[src/oscsw_pkg.sv]
// Purpose: shared constants and types for the oscillator switch and divider control block
// Assumes: 32-bit apb data, registers one aligned word each
// Notes:   register offsets are byte addresses
package oscsw_pkg;
  // register byte offsets
  localparam logic [11:0] OSCSW_OSC_CTRL_OFF  = 12'h000;
  localparam logic [11:0] OSCSW_CLK_DIV_OFF   = 12'h004;
  localparam logic [11:0] OSCSW_PLL_FBD_OFF   = 12'h008;
  localparam logic [11:0] OSCSW_RC_TRIM_OFF   = 12'h00C;
  localparam logic [11:0] OSCSW_UNLOCK_OFF    = 12'h010;
  localparam logic [11:0] OSCSW_STATUS_OFF    = 12'h014;
  // unlock key written to the unlock register, bit 0 arms the low byte, bit 1 the high byte
  localparam logic [31:0] OSCSW_UNLOCK_KEY    = 32'h0000_A500;
  // oscillator control field positions
  localparam int OSCSW_CUR_LSB  = 12;
  localparam int OSCSW_NXT_LSB  = 8;
  localparam int OSCSW_FRZ_BIT  = 7;
  localparam int OSCSW_LCK_BIT  = 5;
  localparam int OSCSW_CF_BIT   = 3;
  localparam int OSCSW_SEC_BIT  = 1;
  localparam int OSCSW_SWR_BIT  = 0;
  // clock divisor field positions
  localparam int OSCSW_ROI_BIT  = 15;
  localparam int OSCSW_RAT_LSB  = 12;
  localparam int OSCSW_RAE_BIT  = 11;
  localparam int OSCSW_RCP_LSB  = 8;
  localparam int OSCSW_VCO_LSB  = 6;
  localparam int OSCSW_PRE_LSB  = 0;
  // reset values
  localparam logic [2:0] OSCSW_RAT_RST = 3'h3;
  localparam logic [2:0] OSCSW_RCP_RST = 3'h0;
  localparam logic [1:0] OSCSW_VCO_RST = 2'h1;
  localparam logic [1:0] OSCSW_VCO_RSV = 2'h2;
  localparam logic [4:0] OSCSW_PRE_RST = 5'h00;
  localparam logic [8:0] OSCSW_FBM_RST = 9'h030;
  localparam logic [5:0] OSCSW_TRM_RST = 6'h00;
  // timing: settle count in new-clock cycles
  localparam logic [3:0] OSCSW_SETTLE_CYC = 4'hA;
  // source encodings
  typedef enum logic [2:0] {
    OSCSW_SRC_FRC    = 3'h0,
    OSCSW_SRC_FAST_RC_WITH_PLL = 3'h1,
    OSCSW_SRC_PRI    = 3'h2,
    OSCSW_SRC_PRIPLL = 3'h3,
    OSCSW_SRC_SEC    = 3'h4,
    OSCSW_SRC_LOW_POWER_RC_OSC   = 3'h5,
    OSCSW_SRC_FRC16  = 3'h6,
    OSCSW_SRC_FRCN   = 3'h7
  } oscsw_src_t;
  // switch sequencer states, gray along the path
  typedef enum logic [2:0] {
    OSCSW_IDLE   = 3'b000,
    OSCSW_CHECK  = 3'b001,
    OSCSW_START  = 3'b011,
    OSCSW_SETTLE = 3'b010,
    OSCSW_COMMIT = 3'b110
  } oscsw_st_t;
  // fuse straps
  typedef struct packed {
    logic       switching_disable_fuse;
    logic       freeze_fuse;
    oscsw_src_t reset_source_fuse;
    logic [1:0] primary_submode_fuse;
    logic       wdt_enable;
  } oscsw_fuse_t;
  // oscillator readiness, lock, new-clock tick, clock fail and interrupt from the analog side
  typedef struct packed {
    logic pri_ready;
    logic sec_ready;
    logic pll_locked;
    logic new_clk_tick;
    logic clock_fail;
    logic irq;
  } oscsw_ana_t;
  // oscillator and divider controls driven out
  typedef struct packed {
    logic       fast_rc_en;
    logic       low_power_rc_osc_en;
    logic       pri_en;
    logic       sec_en;
    logic       pll_en;
    oscsw_src_t sys_src;
    logic [1:0] pri_submode;
    logic [2:0] proc_ratio;
    logic [2:0] rc_postscale;
    logic [1:0] vco_out_divider;
    logic [4:0] phase_input_divider;
    logic [8:0] feedback_multiplier;
    logic [5:0] rc_trim;
  } oscsw_ctl_t;
endpackage

[src/oscsw_ctrl.sv]
// Purpose: oscillator source switch sequencer with divider and trim registers on apb
// Assumes: fuses stable after reset; analog status inputs are asynchronous and synchronised here
// Notes:   one-wait apb slave, unmapped addresses read zero and answer pslverr
// Summary of operation
// - secondary oscillator runs while its enable is set or while it is selected
// - software sets switch request; device clears it when the switch completes
// - with recover on irq set, an interrupt clears ratio apply enable
// - three-bit ratio divides by two to the code, reset code 011
// - ratio apply enable selects divided ratio, otherwise 1:1
// - rc postscaler codes 000-110 divide by powers of two, 111 by 256
// - vco divider 00 /2, 01 /4 reset, 11 /8, 10 reserved
// - phase input divider divides by value plus two, reset 00000
// - feedback multiplier is value plus two, reset 000110000
// - rc trim is a signed six-bit offset, reset zero
// - primary submode comes only from fuses, never changed at run time
// - switching enabled only when the switching disable fuse is 0
// - while disabled, current source shows reset fuse and request stays 0
// - equal current and next sources clear the request and abort
// - a valid switch clears pll settled status and clock fail flag
// - start new oscillator, wait for crystal ready and pll settled when used
// - count 10 new-clock cycles before moving the system clock
// - on completion clear request and copy next into current source
// - stop old oscillator, keep low power rc and secondary as needed
// - source fields share the eight-code encoding
// - freeze bit with freeze fuse blocks clock and pll changes
//
// Added by the designer: the APB slave port and the address map.
`timescale 1ns/1ps
`default_nettype none
module oscsw_ctrl
  import oscsw_pkg::*;
(
  // clock and reset
  input  wire logic               pclk,
  input  wire logic               presetn,
  // apb slave
  input  wire logic               psel,
  input  wire logic               penable,
  input  wire logic               pwrite,
  input  wire logic [11:0]        paddr,
  input  wire logic [31:0]        pwdata,
  output logic                    pready,
  output logic [31:0]             prdata,
  output logic                    pslverr,
  // fuses and analog status
  input  wire oscsw_pkg::oscsw_fuse_t fuse,
  input  wire oscsw_pkg::oscsw_ana_t  ana,
  // oscillator controls
  output oscsw_pkg::oscsw_ctl_t   ctl
);
  import oscsw_pkg::*;

  typedef struct packed {
    oscsw_st_t  st;
    logic       loaded;
    oscsw_src_t cur;
    oscsw_src_t nxt;
    logic       frz;
    logic       lck;
    logic       cf;
    logic       sec;
    logic       swr;
    logic       recover_on_irq;
    logic [2:0] rat;
    logic       rae;
    logic [2:0] rcp;
    logic [1:0] vco;
    logic [4:0] pre;
    logic [8:0] fbm;
    logic [5:0] trm;
    logic       unl_lo;
    logic       unl_hi;
    logic [3:0] cnt;
    oscsw_ana_t sy1;
    oscsw_ana_t sy2;
    logic       tick_d;
    logic       irq_d;
    logic [31:0] rdata;
    logic        err;
    logic        rdy;
    oscsw_ctl_t  ctl;
  } oscsw_state_t;

  oscsw_state_t s_r;
  oscsw_state_t s_nxt;

  logic        wr;
  logic        rd;
  logic        sw_en;
  logic        frozen;
  logic        new_pll;
  logic        tick;
  logic        irq_pulse;
  oscsw_src_t  src;

  // bus decode and strap-derived conditions
  // writes land on the completing edge; read data and error are captured one cycle earlier
  assign wr        = psel && penable && pwrite && s_r.rdy;
  assign rd        = psel && penable && !s_r.rdy;
  assign sw_en     = !fuse.switching_disable_fuse;
  assign frozen    = s_r.frz && fuse.freeze_fuse;
  assign new_pll   = (s_r.nxt == OSCSW_SRC_FAST_RC_WITH_PLL) || (s_r.nxt == OSCSW_SRC_PRIPLL);
  assign tick      = s_r.sy2.new_clk_tick && !s_r.tick_d;
  assign irq_pulse = s_r.sy2.irq && !s_r.irq_d;
  assign src       = sw_en ? s_r.cur : fuse.reset_source_fuse;

  // next-state logic for registers, sequencer and outputs
  always_comb
  begin
    s_nxt        = s_r;
    s_nxt.sy1    = ana;
    s_nxt.sy2    = s_r.sy1;
    s_nxt.tick_d = s_r.sy2.new_clk_tick;
    s_nxt.irq_d  = s_r.sy2.irq;
    s_nxt.err    = 1'b0;
    s_nxt.rdy    = psel && penable && !s_r.rdy;                    // one wait state
    if (!s_r.loaded)
    begin
      s_nxt.loaded = 1'b1;
      s_nxt.cur    = fuse.reset_source_fuse;
      s_nxt.nxt    = fuse.reset_source_fuse;
    end
    if (s_r.sy2.pll_locked && s_r.st != OSCSW_CHECK)
      s_nxt.lck = 1'b1;
    // apb writes
    if (wr)
    begin
      unique case (paddr)
        OSCSW_UNLOCK_OFF:
        begin
          if (pwdata[31:8] == OSCSW_UNLOCK_KEY[31:8])
          begin
            s_nxt.unl_lo = pwdata[0];
            s_nxt.unl_hi = pwdata[1];
          end
        end
        OSCSW_OSC_CTRL_OFF:
        begin
          if (s_r.unl_hi && !frozen)
            s_nxt.nxt = oscsw_src_t'(pwdata[OSCSW_NXT_LSB +: 3]);
          if (s_r.unl_lo)
          begin
            if (!frozen)
            begin
              s_nxt.frz = pwdata[OSCSW_FRZ_BIT] | s_r.frz;
              s_nxt.swr = (pwdata[OSCSW_SWR_BIT] && sw_en) | s_r.swr;
            end
            s_nxt.sec = pwdata[OSCSW_SEC_BIT];
            if (!pwdata[OSCSW_CF_BIT])
              s_nxt.cf = 1'b0;
          end
          s_nxt.unl_lo = 1'b0;
          s_nxt.unl_hi = 1'b0;
        end
        OSCSW_CLK_DIV_OFF:
        begin
          s_nxt.recover_on_irq = pwdata[OSCSW_ROI_BIT];
          s_nxt.rat = pwdata[OSCSW_RAT_LSB +: 3];
          s_nxt.rae = pwdata[OSCSW_RAE_BIT];
          if (!frozen)
          begin
            s_nxt.rcp = pwdata[OSCSW_RCP_LSB +: 3];
            if (pwdata[OSCSW_VCO_LSB +: 2] != OSCSW_VCO_RSV)
              s_nxt.vco = pwdata[OSCSW_VCO_LSB +: 2];
            s_nxt.pre = pwdata[OSCSW_PRE_LSB +: 5];
          end
        end
        OSCSW_PLL_FBD_OFF:
        begin
          if (!frozen)
            s_nxt.fbm = pwdata[8:0];
        end
        OSCSW_RC_TRIM_OFF:
          s_nxt.trm = pwdata[5:0];
        OSCSW_STATUS_OFF:
          s_nxt.err = 1'b0;
        default:
          s_nxt.err = 1'b0;                                        // error already flagged in the wait cycle
      endcase
    end
    // interrupt recovery
    if (s_r.recover_on_irq && irq_pulse)
      s_nxt.rae = 1'b0;
    // clock failure flag, set wins over a clear
    if (s_r.sy2.clock_fail && sw_en)
      s_nxt.cf = 1'b1;
    // switch sequencer
    unique case (s_r.st)
      OSCSW_IDLE:
        if (s_r.swr && sw_en)
          s_nxt.st = OSCSW_CHECK;
      OSCSW_CHECK:
      begin
        if (s_r.cur == s_r.nxt)
        begin
          s_nxt.swr = 1'b0;
          s_nxt.st  = OSCSW_IDLE;
        end
        else
        begin
          s_nxt.lck = 1'b0;
          s_nxt.cf  = s_r.sy2.clock_fail;
          s_nxt.st  = OSCSW_START;
        end
      end
      OSCSW_START:
      begin
        s_nxt.cnt = 4'h0;
        if ((s_r.nxt == OSCSW_SRC_PRI || s_r.nxt == OSCSW_SRC_PRIPLL) && !s_r.sy2.pri_ready)
          s_nxt.st = OSCSW_START;
        else if (s_r.nxt == OSCSW_SRC_SEC && !s_r.sy2.sec_ready)
          s_nxt.st = OSCSW_START;
        else if (new_pll && !s_r.lck)
          s_nxt.st = OSCSW_START;
        else
          s_nxt.st = OSCSW_SETTLE;
      end
      OSCSW_SETTLE:
      begin
        if (tick)
          s_nxt.cnt = s_r.cnt + 4'h1;
        if (tick && s_r.cnt == OSCSW_SETTLE_CYC - 4'h1)
          s_nxt.st = OSCSW_COMMIT;
      end
      OSCSW_COMMIT:
      begin
        s_nxt.cur = s_r.nxt;
        s_nxt.swr = 1'b0;
        s_nxt.st  = OSCSW_IDLE;
      end
      default:
        s_nxt.st = OSCSW_IDLE;
    endcase
    if (!sw_en)
      s_nxt.swr = 1'b0;
    // apb read data
    s_nxt.rdata = 32'h0000_0000;
    if (rd)
    begin
      unique case (paddr)
        OSCSW_OSC_CTRL_OFF:
        begin
          s_nxt.rdata[OSCSW_CUR_LSB +: 3] = src;
          s_nxt.rdata[OSCSW_NXT_LSB +: 3] = s_r.nxt;
          s_nxt.rdata[OSCSW_FRZ_BIT]      = s_r.frz;
          s_nxt.rdata[OSCSW_LCK_BIT]      = s_r.lck;
          s_nxt.rdata[OSCSW_CF_BIT]       = s_r.cf;
          s_nxt.rdata[OSCSW_SEC_BIT]      = s_r.sec;
          s_nxt.rdata[OSCSW_SWR_BIT]      = s_r.swr;
        end
        OSCSW_CLK_DIV_OFF:
          s_nxt.rdata[15:0] = {s_r.recover_on_irq, s_r.rat, s_r.rae, s_r.rcp, s_r.vco, 1'b0, s_r.pre};
        OSCSW_PLL_FBD_OFF:
          s_nxt.rdata[8:0] = s_r.fbm;
        OSCSW_RC_TRIM_OFF:
          s_nxt.rdata[5:0] = s_r.trm;
        OSCSW_UNLOCK_OFF:
          s_nxt.rdata[1:0] = {s_r.unl_hi, s_r.unl_lo};
        OSCSW_STATUS_OFF:
          s_nxt.rdata[2:0] = s_r.st;
        default:
          s_nxt.err = 1'b1;
      endcase
    end
    // oscillator enables and divider outputs
    s_nxt.ctl.sys_src             = src;
    s_nxt.ctl.pri_submode         = fuse.primary_submode_fuse;
    s_nxt.ctl.proc_ratio          = s_r.rae ? s_r.rat : 3'h0;
    s_nxt.ctl.rc_postscale        = s_r.rcp;
    s_nxt.ctl.vco_out_divider     = s_r.vco;
    s_nxt.ctl.phase_input_divider = s_r.pre;
    s_nxt.ctl.feedback_multiplier = s_r.fbm;
    s_nxt.ctl.rc_trim             = s_r.trm;
    s_nxt.ctl.sec_en  = s_r.sec || src == OSCSW_SRC_SEC
                        || (s_r.st != OSCSW_IDLE && s_r.nxt == OSCSW_SRC_SEC);
    s_nxt.ctl.low_power_rc_osc_en = fuse.wdt_enable || sw_en || src == OSCSW_SRC_LOW_POWER_RC_OSC
                        || (s_r.st != OSCSW_IDLE && s_r.nxt == OSCSW_SRC_LOW_POWER_RC_OSC);
    s_nxt.ctl.pri_en  = src inside {OSCSW_SRC_PRI, OSCSW_SRC_PRIPLL}
                        || (s_r.st != OSCSW_IDLE && s_r.nxt inside {OSCSW_SRC_PRI, OSCSW_SRC_PRIPLL});
    s_nxt.ctl.fast_rc_en = src inside {OSCSW_SRC_FRC, OSCSW_SRC_FAST_RC_WITH_PLL, OSCSW_SRC_FRC16, OSCSW_SRC_FRCN}
                        || (s_r.st != OSCSW_IDLE && s_r.nxt inside {OSCSW_SRC_FRC, OSCSW_SRC_FAST_RC_WITH_PLL,
                                                                     OSCSW_SRC_FRC16, OSCSW_SRC_FRCN});
    s_nxt.ctl.pll_en  = src inside {OSCSW_SRC_FAST_RC_WITH_PLL, OSCSW_SRC_PRIPLL} || (s_r.st != OSCSW_IDLE && new_pll);
  end

  // state register
  always_ff @(posedge pclk or negedge presetn)
  begin
    if (!presetn)
    begin
      s_r     <= '0;
      s_r.rat <= OSCSW_RAT_RST;
      s_r.rcp <= OSCSW_RCP_RST;
      s_r.vco <= OSCSW_VCO_RST;
      s_r.pre <= OSCSW_PRE_RST;
      s_r.fbm <= OSCSW_FBM_RST;
      s_r.trm <= OSCSW_TRM_RST;
      s_r.st  <= OSCSW_IDLE;
    end
    else
      s_r <= s_nxt;
  end

  // outputs straight from flops; one wait state so read data stands with pready
  assign prdata  = s_r.rdata;
  assign pslverr = s_r.err;
  assign ctl     = s_r.ctl;
  assign pready  = s_r.rdy;

  // assertions
  property p_abort_equal;
    @(posedge pclk) disable iff (!presetn)
      (s_r.st == OSCSW_CHECK && s_r.cur == s_r.nxt) |=> (!s_r.swr && s_r.st == OSCSW_IDLE);
  endproperty
  a_abort_equal: assert property (p_abort_equal) else $error("redundant switch not aborted");

  property p_clear_status;
    @(posedge pclk) disable iff (!presetn)
      (s_r.st == OSCSW_CHECK && s_r.cur != s_r.nxt) |=> (!s_r.lck && s_r.st == OSCSW_START);
  endproperty
  a_clear_status: assert property (p_clear_status) else $error("lock status not cleared");

  property p_commit;
    @(posedge pclk) disable iff (!presetn)
      (s_r.st == OSCSW_COMMIT) |=> (s_r.cur == $past(s_r.nxt) && !s_r.swr);
  endproperty
  a_commit: assert property (p_commit) else $error("commit did not update current source");

  property p_settle;
    @(posedge pclk) disable iff (!presetn)
      (s_r.st == OSCSW_SETTLE && $past(s_r.st) != OSCSW_SETTLE) |-> s_r.cnt == 4'h0;
  endproperty
  a_settle: assert property (p_settle) else $error("settle count not restarted");

  property p_disabled;
    @(posedge pclk) disable iff (!presetn)
      fuse.switching_disable_fuse |=> ##1 (!s_r.swr && ctl.sys_src == $past(fuse.reset_source_fuse, 2));
  endproperty
  a_disabled: assert property (p_disabled) else $error("switch active while disabled");

  property p_recover;
    @(posedge pclk) disable iff (!presetn)
      (s_r.recover_on_irq && irq_pulse) |=> !s_r.rae ##1 ctl.proc_ratio == 3'h0;
  endproperty
  a_recover: assert property (p_recover) else $error("interrupt did not recover ratio");

  property p_ratio;
    @(posedge pclk) disable iff (!presetn)
      !s_r.rae |=> ctl.proc_ratio == 3'h0;
  endproperty
  a_ratio: assert property (p_ratio) else $error("ratio not forced to 1:1");

  property p_locked_write;
    @(posedge pclk) disable iff (!presetn)
      (wr && paddr == OSCSW_OSC_CTRL_OFF && !s_r.unl_hi && s_r.st == OSCSW_IDLE) |=> $stable(s_r.nxt);
  endproperty
  a_locked_write: assert property (p_locked_write) else $error("unlocked write accepted");

  property p_sec;
    @(posedge pclk) disable iff (!presetn)
      s_r.sec |=> ctl.sec_en;
  endproperty
  a_sec: assert property (p_sec) else $error("secondary oscillator not running");
endmodule
`default_nettype wire

[config.mk]
export PLATFORM = sky130hd
export DESIGN_NAME = oscsw_ctrl
export DESIGN_NICKNAME = d
export VERILOG_FILES = /design/src/oscsw_pkg.sv /design/src/oscsw_ctrl.sv
export SDC_FILE = /design/constraint.sdc
export NUM_CORES = 1
export LEC_CHECK = 0
export ABC_AREA = 1
export ABC_CLOCK_PERIOD_IN_PS = 1700
export CORE_ASPECT_RATIO = 0.8
export CORE_MARGIN = 4
export CORE_UTILIZATION = 45
export DETAILED_ROUTE_END_ITERATION = 10
export DONT_BUFFER_PORTS = 1
export GPL_TIMING_DRIVEN = 0
export PLACE_DENSITY = 0.68
export SLEW_MARGIN = 20
export SYNTH_ARGS = -nofsm -noshare
export SYNTH_HDL_FRONTEND = slang
export SYNTH_SLANG_ARGS = --single-unit
[constraint.sdc]
create_clock -name pclk -period 1.7 [get_ports pclk]
set_input_delay 0.17 -clock pclk [delete_from_list [all_inputs] [get_ports pclk]]
set_output_delay 0.17 -clock pclk [all_outputs]
set_load 0.01 [all_outputs]
==> results.yml <==
grt:
  grt_overflow: 0
  antenna_found_initial: 0
  grt_pass1_wl_mm: 20.2
  grt_pass1_vias: 4066
  grt_max_degree: 122
  grt_usage_pct: 18.8
route:
  drt_first_iter_violations: 273
  vias_per_cell: 4.90
  wl_met2_mm: 5.64
  drt_first_pass_iters: 6
  antenna_left: 0
  wl_met1_mm: 5.44
  drc_errors: 0
  wl_mm: 12.3
  num_vias: 3984
  maxUsedRoutingLayer: "met4"
  wl_per_cell_um: 15.1
  route.met3.wl_mm: 1.04
synthesis:
  netlist_instances: 592
  synth_common_cells: "nand2_1, dfrtp_1, buf_4"
  synth_xor_area_share_pct: 0.645
  synthDistinctLibCells: 35
  synth_edf_count: 0
  ys.flop_type: "dfrtp_1"
  synthArstFlopShare_pct: 100
  ys_ff_latch: 121
  post-synth-top-count-cell: "nand2_1"
  synth_mux_area_share_pct: 0
  synth-compound-area-share_pct: 7.37
  yosysSeqAreaShare_pct: 55.9
  synth_fa_ha_area_share_pct: 0.691
  syn_area_per_cell_um2: 9.17
  synthesis.area_mm2: 0.00543
  yosys.area_share.simple_pct: 20.9
  yosys.area.top_type: "dfrtp_1"
  synth_top_area_share_pct: 53.5
  synth_top_family_by_area: "simple AND/OR/NAND/NOR gates"
  yosys_warnings: 0
  synth_area_leaders: "dfrtp_1, nand2_1, buf_4, nor2_1, inv_1"
cts:
  cts.clk_slew.worst_paths_ns: 0.06
  cts_hold_buf: 26
  h-tree-depth: 4
  cts.sinks: 121
  clock_latency_ns: 0.41
  cts_tree: "yes"
  numCtsBuffers: 17
  clockBufferDepth: 2
  root_buffer: "clkbuf_16"
run_status:
  violations: "negative hold slack"
  outcome: "finished, violations left"
power:
  p_leak_nw: 3.44
  switching_share_pct: 20.8
  irDropWorstVdd_mv: 0.679
  power.internal_mw: 5.51
  combPwrFrac_pct: 4.7
  p_clk_share_pct: 52.2
  p_switching_mw: 1.44
  p_per_area_mw_per_mm2: 1060
  pwr-share-seq_pct: 43.1
timing:
  slew_viol_final: 0
  slew_headroom_pct: 58.7
  finalCriticalPeriod_ns: 1.57
  timing.hold.ws_ns: -0.543
  hold_viol_final: 121
  finalSetupViolCount: 0
  skew_ns: 0.0114
  fin_crit_sh_pct: 92.2
  clock.fmax_mhz: 638
  tightest_slew_ns: 0.613
  rsz0062_at_grt: "no"
worst_hold_path:
  hold_path_class: "primary input to async pin"
cells_and_area:
  diodes: 0
  final_cell_area_mm2: 0.00654
  final_core_util_pct: 56.1
  area_growth_pct: 20.4
  nets: 718
  fill_cells: 1025
  drive_gt1_share_pct: 20.0
placement:
  dp_hpwl_mm: 8.79
  place_area_mm2: 0.00567
  gp_congestion: 0.820
  portBuffers: 0
floorplanning:
  fp.dieH_um: 106
  rows: 35
  die_width_um: 131
  die-area_mm2: 0.0139
  ios: 135
  design.core.area_mm2: 0.0116
  initial_core_util_pct: 46.6
worst_setup_path:
  worstPathMaxFanout: 10
  critical_path_required_ns: 2.00
  crit_path_start_kind: "flip-flop"
  critPathKind: "flip-flop to flip-flop"
  cp.arrival_ns: 1.86
  crit_path_end_kind: "flip-flop"
job:
  drv_cap: 0
-- kinds of logic (layout without fill, tap and decap cells) --
group	Yosys count	in the layout
adder cells (fa/ha/maj)	3	3
buffers and inverters	133	191
XOR/XNOR	4	4
other	2	17
flip-flops	121	121
AND/OR/NAND/NOR	259	259
AO/OA/AOI/OAI	70	70
-- metrics by stage --
| stage | total power [mW] | setup slack [ns] | std cells | TNS [ns] |
|---|---|---|---|---|
| floorplan | 3.26 | 0.343 | 607 | 0 |
| global placement | 3.30 | -0.0202 | 755 | -0.0202 |
| detailed placement | 3.32 | -0.0797 | 755 | -0.0797 |
| CTS | 7.02 | 0.104 | 813 | 0 |
| global route | 7.20 | 0.0296 | 813 | 0 |
| finish | 6.96 | 0.133 | 813 | 0 |
-- flip-flops by register name, summed over array words and instances, names as in the netlist --
| register | count |
|---|---|
| prdata | 16 |
| s_nxt | 33 |
| ctl | 38 |
| pready | 1 |
| s_r | 32 |
| pslverr | 1 |
-- per-layer routing --
layer  vias to the layer above  track usage [%]
met1                      1874             25.0
met5                         -                0
met3                        18             7.33
met2                       180             28.7
li1                       1912                -
met4                         0             5.14
-- worst paths after layout --
check / to / slack (ns) / cells past startpoint / start
worst max-delay path: pslverr / 0.13 / 3 / pready
worst min-delay path: s_nxt[12] / -0.54 / 0 / presetn
worst max register to register: pslverr / 0.13 / 3 / pready
worst min register to register: s_nxt[73] / 0.35 / 0 / s_nxt[76]
max in group asynchronous: s_r[119] / 2.04 / 0 / presetn
min in group pclk: s_r[131] / 0.02 / 4 / fuse[4]
-- critical path: stages (launching register included) --
cell,delay (ns)
dfrtp_2,0.45
nor2_2,0.37
clkinv_2,0.30
nor3_1,0.33
-- what timing repair did --
action / in CTS / in global routing
endpoints found under the hold margin: 156 / 121
setup buffers: 0 / 0
gates cloned: 0 / 0
pin swaps: 0 / 0
endpoints found under the setup margin: 2 / 3
gates resized for setup: 1 / 1
-- final cells by class --
type,instances,area (µm²),area share [%]
sequential,121,3040,46.4
clock buffer,24,482,7.37
tap,148,185,2.83
inverter,59,224,3.43
multi-input combinational,353,1670,25.6
buffer,74,558,8.54
clock inverter,8,120,1.84
timing repair buffer,26,260,3.98
-- power groups by stage --
stage          logic [mW]  registers [mW]  clock network [mW]
6_report            0.324            3.00                3.63
5_1_grt             0.363            3.00                3.83
4_1_cts             0.324            3.00                3.70
3_5_place_dp        0.271            3.05                   0
3_3_place_gp        0.260            3.04                   0
2_1_floorplan       0.223            3.03                   0
-- cell usage in the layout (no fill, tap or decap), types with 3 or more instances in the layout --
| cell | count |
|---|---|
| a21oi_1 | 19 |
| buf_4 | 70 |
| bufinv_16 | 3 |
| clkbuf_1 | 4 |
| clkbuf_16 | 17 |
| clkbuf_8 | 3 |
| clkinv_2 | 5 |
| conb_1 | 17 |
| dfrtp_1 | 115 |
| dfstp_2 | 5 |
| dlygate4sd3_1 | 26 |
| ha_1 | 3 |
| inv_1 | 54 |
| nand2_1 | 141 |
| nand2_4 | 3 |
| nand3_1 | 37 |
| nand4_1 | 5 |
| nor2_1 | 56 |
| nor2_2 | 3 |
| nor3_1 | 5 |
| o21ai_0 | 24 |
| o21ai_1 | 10 |
| o21ai_2 | 9 |
| o22ai_1 | 3 |
| xnor2_1 | 3 |
Note: power is estimated with default switching activity, not from simulation.
